===== src/hw/prd_pkg.sv =====
// Purpose: Constants for the range decode configuration block
// Assumes: Byte-addressed configuration offsets, 32-bit data path
// Notes: Offsets are the printed configuration addresses
package prd_pkg;
	// ==========================================================
	// Register offsets
	localparam logic [7:0] OFS_MON13 = 8'h74;
	localparam logic [7:0] OFS_GEN0 = 8'h78;
	localparam logic [7:0] OFS_GEN1 = 8'h7c;
	localparam logic [7:0] OFS_PMMISC = 8'h80;
	// ==========================================================
	// Field positions
	localparam int MON13_BASE_LSB = 15;
	localparam int MON13_BASE_W = 17;
	localparam int MON13_EN_BIT = 7;
	localparam int MON13_MASK_LSB = 0;
	localparam int MON13_MASK_W = 7;
	localparam int MON13_MASK_ADDR_LSB = 15;
	localparam int GEN_BASE_LSB = 0;
	localparam int GEN_BASE_W = 16;
	localparam int GEN_MASK_LSB = 16;
	localparam int GEN_MASK_W = 4;
	localparam int GEN_EN_BIT = 20;
	localparam int PM_EN_BIT = 0;
	localparam int PM_SPACE_W = 6;
	// ==========================================================
	// Reset values
	localparam logic [31:0] MON13_RESET = 32'h0000_0000;
	localparam logic [31:0] GEN_RESET = 32'h0000_0000;
	localparam logic [7:0] PMMISC_RESET = 8'h00;
	// Writable bit masks, reserved bits stay zero
	localparam logic [31:0] MON13_WMASK = 32'hffff_80ff;
	localparam logic [31:0] GEN_WMASK = 32'h001f_ffff;
	localparam logic [7:0] PMMISC_WMASK = 8'h01;
endpackage : prd_pkg


===== src/hw/prd_window_match.sv =====
// Purpose: Masked base compare for one address window
// Assumes: Mask bits map onto a contiguous slice of the address
// Notes: Mask applied bit by bit, split windows allowed
`timescale 1ns/1ps
module prd_window_match #(
	parameter int AW = 16,
	parameter int MW = 4,
	parameter int MLSB = 0
) (
	// Window setup
	input wire logic [AW-1:0] base,
	input wire logic [MW-1:0] mask,
	input wire logic enable,
	// Address under test
	input wire logic [AW-1:0] addr,
	// Result
	output logic hit
);
	logic [AW-1:0] ignore;
	always_comb begin
		ignore = '0;
		ignore[MLSB +: MW] = mask;
	end
	// No validity check on the mask: any pattern is taken literally
	assign hit = enable && (((addr ^ base) & ~ignore) == '0);
endmodule : prd_window_match


===== src/hw/prd_decode_config.sv =====
// Purpose: Range decode registers and window matching for the power management function
// Assumes: Config, memory and I/O cycles are presented synchronously on clk
// Notes: Hit outputs are registered one cycle after the address strobe
`timescale 1ns/1ps
module prd_decode_config #(
	parameter int PM_SPACE_W = prd_pkg::PM_SPACE_W
) (
	// Clock and reset
	input wire logic clk,
	input wire logic reset,
	// Configuration access
	input wire logic cfg_sel,
	input wire logic cfg_wr,
	input wire logic [7:0] cfg_addr,
	input wire logic [3:0] cfg_be,
	input wire logic [31:0] cfg_wdata,
	output logic [31:0] cfg_rdata,
	// Qualifiers from elsewhere
	input wire logic mon13_eio_en,
	input wire logic mon13_trap_en,
	input wire logic [15:0] pm_io_base,
	// Bus address under decode
	input wire logic mem_strobe,
	input wire logic io_strobe,
	input wire logic [31:0] bus_addr,
	// Decode results
	output logic mon13_fwd_hit,
	output logic mon13_trap_hit,
	output logic generic_window0_claim,
	output logic generic_window1_claim,
	output logic pm_io_hit
);
	import prd_pkg::*;

	// ==========================================================
	// Access strobes
	logic wr_strobe;
	logic rd_strobe;

	assign wr_strobe = cfg_sel && cfg_wr;
	assign rd_strobe = cfg_sel && !cfg_wr;

	// ==========================================================
	// Offset decode
	logic hit_mon13;
	logic hit_gen0;
	logic hit_gen1;
	logic hit_pmmisc;

	// Unmapped offsets select nothing, so they write nothing and read zero
	always_comb begin
		hit_mon13 = 1'b0;
		hit_gen0 = 1'b0;
		hit_gen1 = 1'b0;
		hit_pmmisc = 1'b0;
		if (cfg_addr == OFS_MON13) begin
			hit_mon13 = 1'b1;
		end else if (cfg_addr == OFS_GEN0) begin
			hit_gen0 = 1'b1;
		end else if (cfg_addr == OFS_GEN1) begin
			hit_gen1 = 1'b1;
		end else if (cfg_addr == OFS_PMMISC) begin
			hit_pmmisc = 1'b1;
		end
	end

	// ==========================================================
	// Byte lanes
	logic [31:0] lane_mask;

	assign lane_mask = {{8{cfg_be[3]}}, {8{cfg_be[2]}}, {8{cfg_be[1]}}, {8{cfg_be[0]}}};

	// ==========================================================
	// Register storage
	logic [31:0] mon13_r;
	logic [31:0] mon13_nxt;
	logic [31:0] gen0_r;
	logic [31:0] gen0_nxt;
	logic [31:0] gen1_r;
	logic [31:0] gen1_nxt;
	logic [7:0] pmmisc_r;
	logic [7:0] pmmisc_nxt;

	// Reserved bits forced low on every write, never read back as one
	always_comb begin
		mon13_nxt = mon13_r;
		if (wr_strobe && hit_mon13) begin
			mon13_nxt = ((mon13_r & ~lane_mask) | (cfg_wdata & lane_mask)) & MON13_WMASK;
		end
	end

	always_comb begin
		gen0_nxt = gen0_r;
		if (wr_strobe && hit_gen0) begin
			gen0_nxt = ((gen0_r & ~lane_mask) | (cfg_wdata & lane_mask)) & GEN_WMASK;
		end
	end

	always_comb begin
		gen1_nxt = gen1_r;
		if (wr_strobe && hit_gen1) begin
			gen1_nxt = ((gen1_r & ~lane_mask) | (cfg_wdata & lane_mask)) & GEN_WMASK;
		end
	end

	// Only byte lane 0 exists at this offset
	always_comb begin
		pmmisc_nxt = pmmisc_r;
		if (wr_strobe && hit_pmmisc && cfg_be[0]) begin
			pmmisc_nxt = cfg_wdata[7:0] & PMMISC_WMASK;
		end
	end

	always_ff @(posedge clk) begin
		if (reset) begin
			mon13_r <= MON13_RESET;
		end else begin
			mon13_r <= mon13_nxt;
		end
	end

	always_ff @(posedge clk) begin
		if (reset) begin
			gen0_r <= GEN_RESET;
		end else begin
			gen0_r <= gen0_nxt;
		end
	end

	always_ff @(posedge clk) begin
		if (reset) begin
			gen1_r <= GEN_RESET;
		end else begin
			gen1_r <= gen1_nxt;
		end
	end

	// Software must load the PM base first; no interlock here
	always_ff @(posedge clk) begin
		if (reset) begin
			pmmisc_r <= PMMISC_RESET;
		end else begin
			pmmisc_r <= pmmisc_nxt;
		end
	end

	// ==========================================================
	// Read back
	logic [31:0] cfg_rdata_nxt;

	// Holds the last read so the host may sample it late
	always_comb begin
		cfg_rdata_nxt = cfg_rdata;
		if (rd_strobe) begin
			if (hit_mon13) begin
				cfg_rdata_nxt = mon13_r;
			end else if (hit_gen0) begin
				cfg_rdata_nxt = gen0_r;
			end else if (hit_gen1) begin
				cfg_rdata_nxt = gen1_r;
			end else if (hit_pmmisc) begin
				cfg_rdata_nxt = {24'h00_0000, pmmisc_r};
			end else begin
				cfg_rdata_nxt = 32'h0000_0000;
			end
		end
	end

	always_ff @(posedge clk) begin
		if (reset) begin
			cfg_rdata <= 32'h0000_0000;
		end else begin
			cfg_rdata <= cfg_rdata_nxt;
		end
	end

	// ==========================================================
	// Field extraction
	logic [MON13_BASE_W-1:0] mon13_mem_base;
	logic [MON13_MASK_W-1:0] mon13_mem_mask;
	logic mon13_mem_monitor_en;
	logic [GEN_BASE_W-1:0] generic_window0_base;
	logic [GEN_MASK_W-1:0] generic_window0_mask;
	logic generic_window0_en;
	logic [GEN_BASE_W-1:0] generic_window1_base;
	logic [GEN_MASK_W-1:0] generic_window1_mask;
	logic generic_window1_en;
	logic pm_io_space_en;

	assign mon13_mem_base = mon13_r[MON13_BASE_LSB +: MON13_BASE_W];
	assign mon13_mem_mask = mon13_r[MON13_MASK_LSB +: MON13_MASK_W];
	assign mon13_mem_monitor_en = mon13_r[MON13_EN_BIT];
	assign generic_window0_base = gen0_r[GEN_BASE_LSB +: GEN_BASE_W];
	assign generic_window0_mask = gen0_r[GEN_MASK_LSB +: GEN_MASK_W];
	assign generic_window0_en = gen0_r[GEN_EN_BIT];
	assign generic_window1_base = gen1_r[GEN_BASE_LSB +: GEN_BASE_W];
	assign generic_window1_mask = gen1_r[GEN_MASK_LSB +: GEN_MASK_W];
	assign generic_window1_en = gen1_r[GEN_EN_BIT];
	assign pm_io_space_en = pmmisc_r[PM_EN_BIT];

	// ==========================================================
	// Window compares
	logic mon13_match;
	logic gen0_match;
	logic gen1_match;

	// Mask slice sits at address bit 21:15, i.e. mask index 0 of the 17-bit field
	prd_window_match #(
		.AW(MON13_BASE_W),
		.MW(MON13_MASK_W),
		.MLSB(0)
	) u_mon13 (
		.base(mon13_mem_base),
		.mask(mon13_mem_mask),
		.enable(mon13_mem_monitor_en),
		.addr(bus_addr[31:MON13_MASK_ADDR_LSB]),
		.hit(mon13_match)
	);

	prd_window_match #(
		.AW(GEN_BASE_W),
		.MW(GEN_MASK_W),
		.MLSB(0)
	) u_gen0 (
		.base(generic_window0_base),
		.mask(generic_window0_mask),
		.enable(generic_window0_en),
		.addr(bus_addr[15:0]),
		.hit(gen0_match)
	);

	prd_window_match #(
		.AW(GEN_BASE_W),
		.MW(GEN_MASK_W),
		.MLSB(0)
	) u_gen1 (
		.base(generic_window1_base),
		.mask(generic_window1_mask),
		.enable(generic_window1_en),
		.addr(bus_addr[15:0]),
		.hit(gen1_match)
	);

	// PM block covers the fixed aligned span that contains the programmed base
	logic pm_match;
	assign pm_match = (bus_addr[15:PM_SPACE_W] == pm_io_base[15:PM_SPACE_W]);

	// ==========================================================
	// Decode qualifiers
	logic mon13_fwd_nxt;
	logic mon13_trap_nxt;
	logic gen0_claim_nxt;
	logic gen1_claim_nxt;
	logic pm_hit_nxt;

	// Monitor window alone never hits; an outside enable must agree
	always_comb begin
		mon13_fwd_nxt = mem_strobe && mon13_match && mon13_eio_en;
	end

	always_comb begin
		mon13_trap_nxt = mem_strobe && mon13_match && mon13_trap_en;
	end

	// Strobe type is the only cycle qualifier; no command decode here
	always_comb begin
		gen0_claim_nxt = io_strobe && gen0_match;
	end

	always_comb begin
		gen1_claim_nxt = io_strobe && gen1_match;
	end

	// Function I/O enable deliberately not an input: the two do not gate each other
	always_comb begin
		pm_hit_nxt = io_strobe && pm_match && pm_io_space_en;
	end

	// ==========================================================
	// Registered decode results
	// Each hit follows its strobe by exactly one cycle
	always_ff @(posedge clk) begin
		if (reset) begin
			mon13_fwd_hit <= 1'b0;
		end else begin
			mon13_fwd_hit <= mon13_fwd_nxt;
		end
	end

	always_ff @(posedge clk) begin
		if (reset) begin
			mon13_trap_hit <= 1'b0;
		end else begin
			mon13_trap_hit <= mon13_trap_nxt;
		end
	end

	always_ff @(posedge clk) begin
		if (reset) begin
			generic_window0_claim <= 1'b0;
		end else begin
			generic_window0_claim <= gen0_claim_nxt;
		end
	end

	always_ff @(posedge clk) begin
		if (reset) begin
			generic_window1_claim <= 1'b0;
		end else begin
			generic_window1_claim <= gen1_claim_nxt;
		end
	end

	always_ff @(posedge clk) begin
		if (reset) begin
			pm_io_hit <= 1'b0;
		end else begin
			pm_io_hit <= pm_hit_nxt;
		end
	end
endmodule : prd_decode_config


===== config.mk =====
export PLATFORM = sky130hd
export DESIGN_NAME = prd_decode_config
export DESIGN_NICKNAME = d
export VERILOG_FILES = /design/src/hw/prd_pkg.sv /design/src/hw/prd_window_match.sv /design/src/hw/prd_decode_config.sv
export SDC_FILE = /design/constraint.sdc
export NUM_CORES = 1
export LEC_CHECK = 0
export ABC_AREA = 1
export BUFFER_PORTS_ARGS = -buffer_cell sky130_fd_sc_hd__buf_4
export CAP_MARGIN = 20
export CORE_ASPECT_RATIO = 0.75
export CORE_MARGIN = 1
export CORE_UTILIZATION = 30
export CTS_BUF_LIST = sky130_fd_sc_hd__clkbuf_4
export CTS_CLUSTER_DIAMETER = 50
export DETAILED_ROUTE_END_ITERATION = 8
export RECOVER_POWER = 50
export SLEW_MARGIN = 20
export SYNTH_ARGS = -nofsm -noshare
export SYNTH_HDL_FRONTEND = slang
export SYNTH_HIERARCHICAL = 1
export SYNTH_SLANG_ARGS = --single-unit

===== constraint.sdc =====
create_clock -name clk -period 1.8 [get_ports clk]
set_input_delay 0.18 -clock clk [delete_from_list [all_inputs] [get_ports clk]]
set_output_delay 0.18 -clock clk [all_outputs]
set_load 0.01 [all_outputs]

Yosys cells after proc, flatten, opt, wreduce, memory -nomap -nowiden. Index checks and enable logic that the tools add are counted.

Register bits: 105. Word-level logic and storage cells: 67.

Equal/unequal tests: 5. Muxes and demuxes: 14. Bitwise gates (word level): 17. Reductions and logical operators: 21.

Operators with widths (count): bitwise AND 32 bit (2); bitwise AND 21 bit (2); two-way mux 21 bit (2); bitwise OR 21 bit (2); bitwise AND 16 bit (2); zero test 16 bit (2); two-way mux 32 bit (1); NOT 32 bit (1); NOT 4 -> 16 bit (2); bitwise OR 32 bit (1); XOR 16 bit (2); equality test 8 x 7 -> 1 bit (second input constant) (3); bitwise AND 17 bit (1); logical AND 1 bit (17); zero test 17 bit (1); NOT 7 -> 17 bit (1); XOR 17 bit (1); two-way mux 1 bit (11); equality test 10 bit (1); equality test 8 bit (second input constant) (1); zero test 1 bit (1).

Depth between registers and ports, before layout. Gate-level depths: netlist of run 1.

Depth in word-level cells: 9. Depth in mapped cells: 11. Gate-level depth less buffers: 10.

Hierarchy. The synthesis of run 1 kept the hierarchy.

Modules (own cells, without submodules): prd_decode_config (instances 1, cells an instance 642, area an instance 4553.1 um^2, seq. area each 2102.0 um^2); prd_window_match at u_gen0 ... (instances 2, cells an instance 83, area an instance 326.6 um^2, seq. area each 0.0 um^2); prd_window_match at u_mon13 (instances 1, cells an instance 91, area an instance 376.6 um^2, seq. area each 0.0 um^2).

Worst setup path after synthesis of run 1. OpenSTA, ideal clock, no wires.

Path type: input port to flip-flop. Start: input port cfg_addr[0]. End: register (tool-made name). Setup time: 0.132 ns. Data arrival time: 1.052 ns. Slack: 0.616 ns. Stages on the path: 9. Cell sequence: inv_1 nand2_1 nor2_1 nand2_4 nor2_4 buf_6 nand2_1 nand2_1 a21oi_1.

RTL lines: start, declared (RTL line prd_decode_config.sv:14) `input wire logic [7:0] cfg_addr,`.

==> impl_results.md, run 1 <==
- Status: complete, no violations
- Die area: 0.01916 mm²
- Worst-Skew Late Latency: 0.50 ns
- Sequential cell area fraction in the yosys report: 0.3765
- CTS Buf Count: 9
- Headroom to the max-slew limit: 0.4464
- Final Hold Fails: 0
- Vias in the first global route: 5602
- Core area: around 0.018 mm²
- Min Tclk post-route: 1.712 ns
- FF-to-FF path depth: 9
- Switching share of power: 0.2845
- All-Layer GR Usage: 0.2048
- Post-route DRC: 0
- Worst endpoint required time: 2.24 ns
- Initial antenna violation count: 0
- Post-Layout Cell Count: 1330
- Io pins: roughly 140
- Syn Area/Cell: 6.210 µm²
- Starting Density: 0.3115
- Fin crit share: 0.9508
- Syn_nets: between 900 and 1000
- Peak Freq: 584.3 MHz
- Crit end category: flip-flop
- Die X: approximately 160 µm
- DRT iter0 DRCs: 569
- Critical path class: flip-flop to flip-flop
- Dpl cells: 1253
- Synth Instances: around 900
- CP Launch Type: flip-flop
- Seq pwr share: 0.542
- Final net count: 1183
- PD cells: 578.4 mW/mm²
- Hpwl dp: 14080 µm
- Layout cell share with drive strength beyond 1: 0.1737
- DRT Pass-1 Iters: 5
- Clock buffer depth: 2
- Pre-CTS setup slack: approximately 0.19 ns
- Die Y: 120.1 µm
- Setup ws final: 0.08848 ns
- Total wire length: 19240 µm
- Gr ovfl total: 0
- Synth unique cells: 34
- Avg WL per Cell: 14.47 µm
- Endpoints failing setup: 0
- Worst hold margin: ~0.024 ns
- Via density: about 4.6
- CTS Sinks: ~110
- Final Max Tran Viols: 0
- ANT cells: 0
- CP Max Fanout: 4
- Gate power share: 0.156
- Internal: 3.123 mW
- Largest net degree at the start of global routing: 77
- Sw Pwr: about 1.2 mW
- Clock Skews: roughly 0.020 ns
- Peak supply drop: approximately 300 µV
- Worst hold-check path type: input pin to flip-flop
- Clock power share: 0.302
- Area Growth Syn to Fin: 35.19%
- Antenna viol nets, final: 0
- MaxCap Viol Count: 0
- Layout Utilization: 0.4212
- Hold depth: 3
- First-pass GRT wire length: 30400 µm
- Leak Pwr: 3.378 nW
- # fillers: between 1500 and 2000
- Num rows: 42
- TNS Setup: 0 ns
- CTS tree: built
- Worst Path Arrival: ~2.2 ns
- Port bufs: between 100 and 150
- Clock root buffer: clkbuf_4
- Post-Syn Area: 0.005583 mm²
- Synth Register Bits: 105
- YS warnings: 6
- Clk slew on worst S/H paths: 0.19 ns
- GPL Wtd Cong: approximately 0.85
- Clock H-tree levels: 3
- Via count: 6149
- Worst Tran Pin Value: a little over 0.8 ns
-- worst max-delay path, stage by stage (launching register included) --
cell and delay, ns:
dfxtp_2 0.39, or2_0 0.22, nand2_1 0.07, nand2_1 0.05
nor2_1 0.09, nand2_1 0.07, nor2_1 0.09, nand2_1 0.07
nor2_1 0.07, dlygate4sd3_1 0.53
-- final timing paths --
check / start / to / slack, ns
worst max register to register: flip-flop / mon13_trap_hit / 0.09
worst min-delay path: cfg_be[2] / flip-flop / 0.02
worst min register to register: cfg_rdata[12] / cfg_rdata[12] / 0.49
worst max-delay path: flip-flop / mon13_trap_hit / 0.09
-- routing by layer --
| metal | routed length, µm | vias up | GRT usage | part of all wire |
|---|---|---|---|---|
| met4 | 210 | 0 | 0.04928 | 0.011 |
| met2 | 7990 | 186 | 0.2907 | 0.42 |
| met1 | 9613 | 2778 | 0.3058 | 0.50 |
| met5 | 0 | - | 0 | 0 |
| met3 | 1424 | 13 | 0.04839 | 0.074 |
| li1 | - | 3172 | - | - |
-- Yosys cell counts --
cell / number / area share
a21o_1: 2 / 0.0027
a21oi_1: 69 / 0.062
and2_0: 1 / 0.0011
and2_1: 1 / 0.0011
and2_4: 1 / 0.0016
buf_1: 1 / 0.00067
buf_2: 8 / 0.0072
buf_4: 3 / 0.0040
buf_6: 5 / 0.010
buf_8: 1 / 0.0027
clkbuf_1: 21 / 0.014
clkinv_4: 1 / 0.0016
dfxtp_1: 105 / 0.38
inv_1: 107 / 0.072
inv_2: 2 / 0.0013
nand2_1: 271 / 0.18
nand2_2: 2 / 0.0022
nand2_4: 1 / 0.0020
nand3_1: 98 / 0.088
nand3_4: 2 / 0.0063
nand3b_2: 1 / 0.0020
nand4_1: 1 / 0.0011
nor2_1: 130 / 0.087
nor2_2: 3 / 0.0034
nor2_4: 3 / 0.0061
nor3_1: 12 / 0.011
o211ai_1: 2 / 0.0027
o21ai_0: 31 / 0.028
o21ai_1: 1 / 0.00090
o21bai_1: 1 / 0.0013
o22ai_1: 1 / 0.0011
or2_0: 2 / 0.0022
xnor2_1: 6 / 0.0094
xor2_1: 3 / 0.0047
-- what timing repair did --
item,CTS,global route
setup endpoints to repair,0,1
endpoints found under the hold margin,73,0
setup buffers,0,4
hold buffers,57,0
gates resized for setup,0,16
-- cells in the final DEF, fill, tap and decap left out, types with 12 or more instances in the layout --
cell type      instances
nand3_1               99
a21oi_1               69
dlygate4sd3_1         57
nor2_1               128
nand2_1              272
o21ai_0               31
nor3_1                12
inv_1                109
buf_4                147
dfxtp_1               94
-- per-stage QoR --
| stage | cell area [µm²] | total power [mW] |
|---|---|---|
| after floorplan | 5583 | 2.686 |
| after global placement | 6818 | 3.015 |
| after detailed placement | 6818 | 3.019 |
| after CTS | 7531 | 4.401 |
| after global routing | 7547 | 4.555 |
| final | 7547 | 4.365 |
-- cell families after synthesis --
kind of cell / synth area share
AOI/OAI and AO/OA: 0.09839
xor gates and xnor gates: 0.01412
buffers and inverters: 0.1136
DFF: 0.3765
and+or+nand+nor: 0.3974
-- final cells by class --
cell class / count / area, µm² / area share
clock buffers: 9 / 67.56 / 0.008952
clock inverters: 7 / 75.07 / 0.009947
inverters: 110 / 412.9 / 0.05471
flip-flops and latches: 105 / 2126 / 0.2817
well taps: 242 / 302.8 / 0.04012
multi-input cells: 645 / 2834 / 0.3755
repair buffers: 212 / 1729 / 0.2291
-- power groups by stage --
stage	clock network, mW	registers, mW	logic, mW
after floorplan	0	2.43	0.256
after global placement	0	2.42	0.596
after detailed placement	0	2.42	0.599
after CTS	1.35	2.37	0.683
after global routing	1.44	2.37	0.749
final	1.32	2.36	0.683
No activity file was read; power rests on OpenSTA's default activity.
==> run 2: changes to the inputs <==
Settings changed: PLACE_DENSITY set to 0.47.
==> run 2 against run 1 <==
- clock skew rose by 0.0021 ns
- critical path type is now input pin to flip-flop
- sequential cell count is the same
- sequential share of layout area shrank 0.34 points
- register-to-register slack improved by 0.10 ns
- total power up 3.7%
==> impl_results.md, run 2 (synthesis results as in run 1) <==
- CP delay by family, top: buffers and inverters
- CP max stage delay: ~0.56 ns
- MaxCap Viol Count: 0
- Antenna viol nets, final: 0
- Bufs and invs on worst path: 4
- Most common cell after layout, fill and taps aside: nand2_1
- Avg WL per Cell: 14.69 µm
- Peak supply drop: 280.0 µV
- CTS Buf Count: 9
- Final Max Tran Viols: 0
- Min Tclk post-route: approximately 1.6 ns
- Worst Tran Pin Value: roughly 0.58 ns
- Leak Pwr: 3.355 nW
- Num rows: 42
- Port bufs: between 100 and 150
- Gr ovfl total: 0
- Fin area: 0.007555 mm²
- Status: complete, no violations
- Initial antenna violation count: 1
- CTS Sinks: 105
- Core area: ~0.018 mm²
- Via count: between 5000 and 6000
- Critical path class: input pin to flip-flop
- Die area: 0.01916 mm²
- CTS tree: built
- Worst endpoint required time: ~2.2 ns
- Critical path's slowest cell: dlygate4sd3_1
- Clock root buffer: clkbuf_4
- Layout cell share with drive strength beyond 1: 0.1584
- Vias in the first global route: 5373
- GPL Wtd Cong: 0.8077
- Clock Skews: 0.02195 ns
- DRT iter0 DRCs: 557
- Pre-CTS setup slack: 0.1964 ns
- Via density: 4.457
- Headroom to the max-slew limit: 0.6162
- Clock H-tree levels: 3
- Hpwl dp: between 10000 and 15000 µm
- Clk slew on worst S/H paths: 0.17 ns
- Area Growth Syn to Fin: 35.32%
- Clock buffer depth: 2
- Starting Density: 0.3115
- Cells resized by post-CTS repair: 0
- Post-route DRC: 0
- Largest net degree at the start of global routing: 77
- All-Layer GR Usage: 0.2088
- Endpoints failing setup: 0
- Fin crit share: 0.8999
- DRT Pass-1 Iters: 5
- Layout Utilization: 0.4216
- Peak Freq: 617.4 MHz
- First-pass GRT wire length: 30420 µm
- Worst Path Arrival: 2.05 ns
- Die X: 159.5 µm
- Die Y: 120.1 µm
- PD cells: around 600 mW/mm²
- Worst hold-check path type: input pin to flip-flop
- CP Max Fanout: 11
- Total wire length: just under 20000 µm
- Worst-Skew Late Latency: 0.50 ns
- CP Launch Type: input pin
- RSZ-0062 raised after global routing: no
- TNS Setup: 0 ns
- Setup ws final: about 0.18 ns
- Final Hold Fails: 0
- Placed Instance Area: 0.006843 mm²
- Final net count: roughly 1200
- # fillers: 1958
- Io pins: 137
- Most frequent cells in the layout: nand2_1 (272), buf_4 (142), nor2_1 (129)
- Crit end category: flip-flop
- CP cell instances: clkbuf_4, inv_1, nand2_1, nor2_1, nand2_4, nor2_4, buf_4, nand3_1, dlygate4sd3_1, a21oi_1
-- run 2: changes by cell type in the layout (fill, tap and decap cells not counted), sizes merged --
cell / previous run / this run
buf: 148 / 145
bufinv: 1 / 2
clkbuf: 16 / 15
clkinv: 2 / 3
clkinvlp: 0 / 1
diode: 0 / 1
dlygate4sd3: 57 / 59
inv: 114 / 111
-- run 2: power by group --
part	switching [mW]	internal (mW)	total (mW)
logic	0.348	0.336	0.684
registers	0.0164	2.36	2.37
clock network	0.898	0.575	1.47
-- run 2: final timing paths --
path | endpoint | slack [ns] | start | cells past startpoint
min | pm_io_hit | 0.03 | bus_addr[7] | 4
max | flip-flop | 0.18 | cfg_addr[0] | 10
min reg2reg | cfg_rdata[10] | 0.48 | cfg_rdata[10] | 2
max reg2reg | pm_io_hit | 0.19 | pmmisc_r[0] | 5
-- run 2: per-stage QoR --
stage               instances  power (mW)  hold slack (ns)
detailed placement       1253       3.030           0.4146
finish                   1329       4.529          0.02965
CTS                      1328       4.586         0.005647
global placement         1253       3.032           0.4091
global route             1329       4.742          0.01415
floorplan                 899       2.686           0.2938
-- run 2: tightest hold or removal path, delay by kind of cell --
family / cells / cell delay, ns
xor gates and xnor gates: 1 / 0.07
buffers and inverters: 1 / 0.11
and+or+nand+nor: 2 / 0.14
-- run 2: routing by layer --
layer / part of all wire / global-route usage / vias up
met2: 0.39 / 0.2833 / 150
li1: - / - / 3167
met5: 0 / 0 / -
met4: 0.0052 / 0.03425 / 0
met1: 0.56 / 0.3332 / 2600
met3: 0.049 / 0.04010 / 6
-- run 2: final cells by class --
class,count,area [µm²],area share
clock buffers,9,67.56,0.008943
inverters,110,417.9,0.05532
clock inverters,7,100.1,0.01325
multi-input cells,645,2819,0.3731
diodes,1,2.502,0.0003312
well taps,242,302.8,0.04008
repair buffers,210,1743,0.2307
flip-flops and latches,105,2102,0.2782
-- run 2: repair_timing --
action | in CTS | in global routing
hold endpoints to repair | 73 | 0
endpoints found under the setup margin | 0 | 0
hold buffers | 59 | 0
setup buffers | 0 | 0
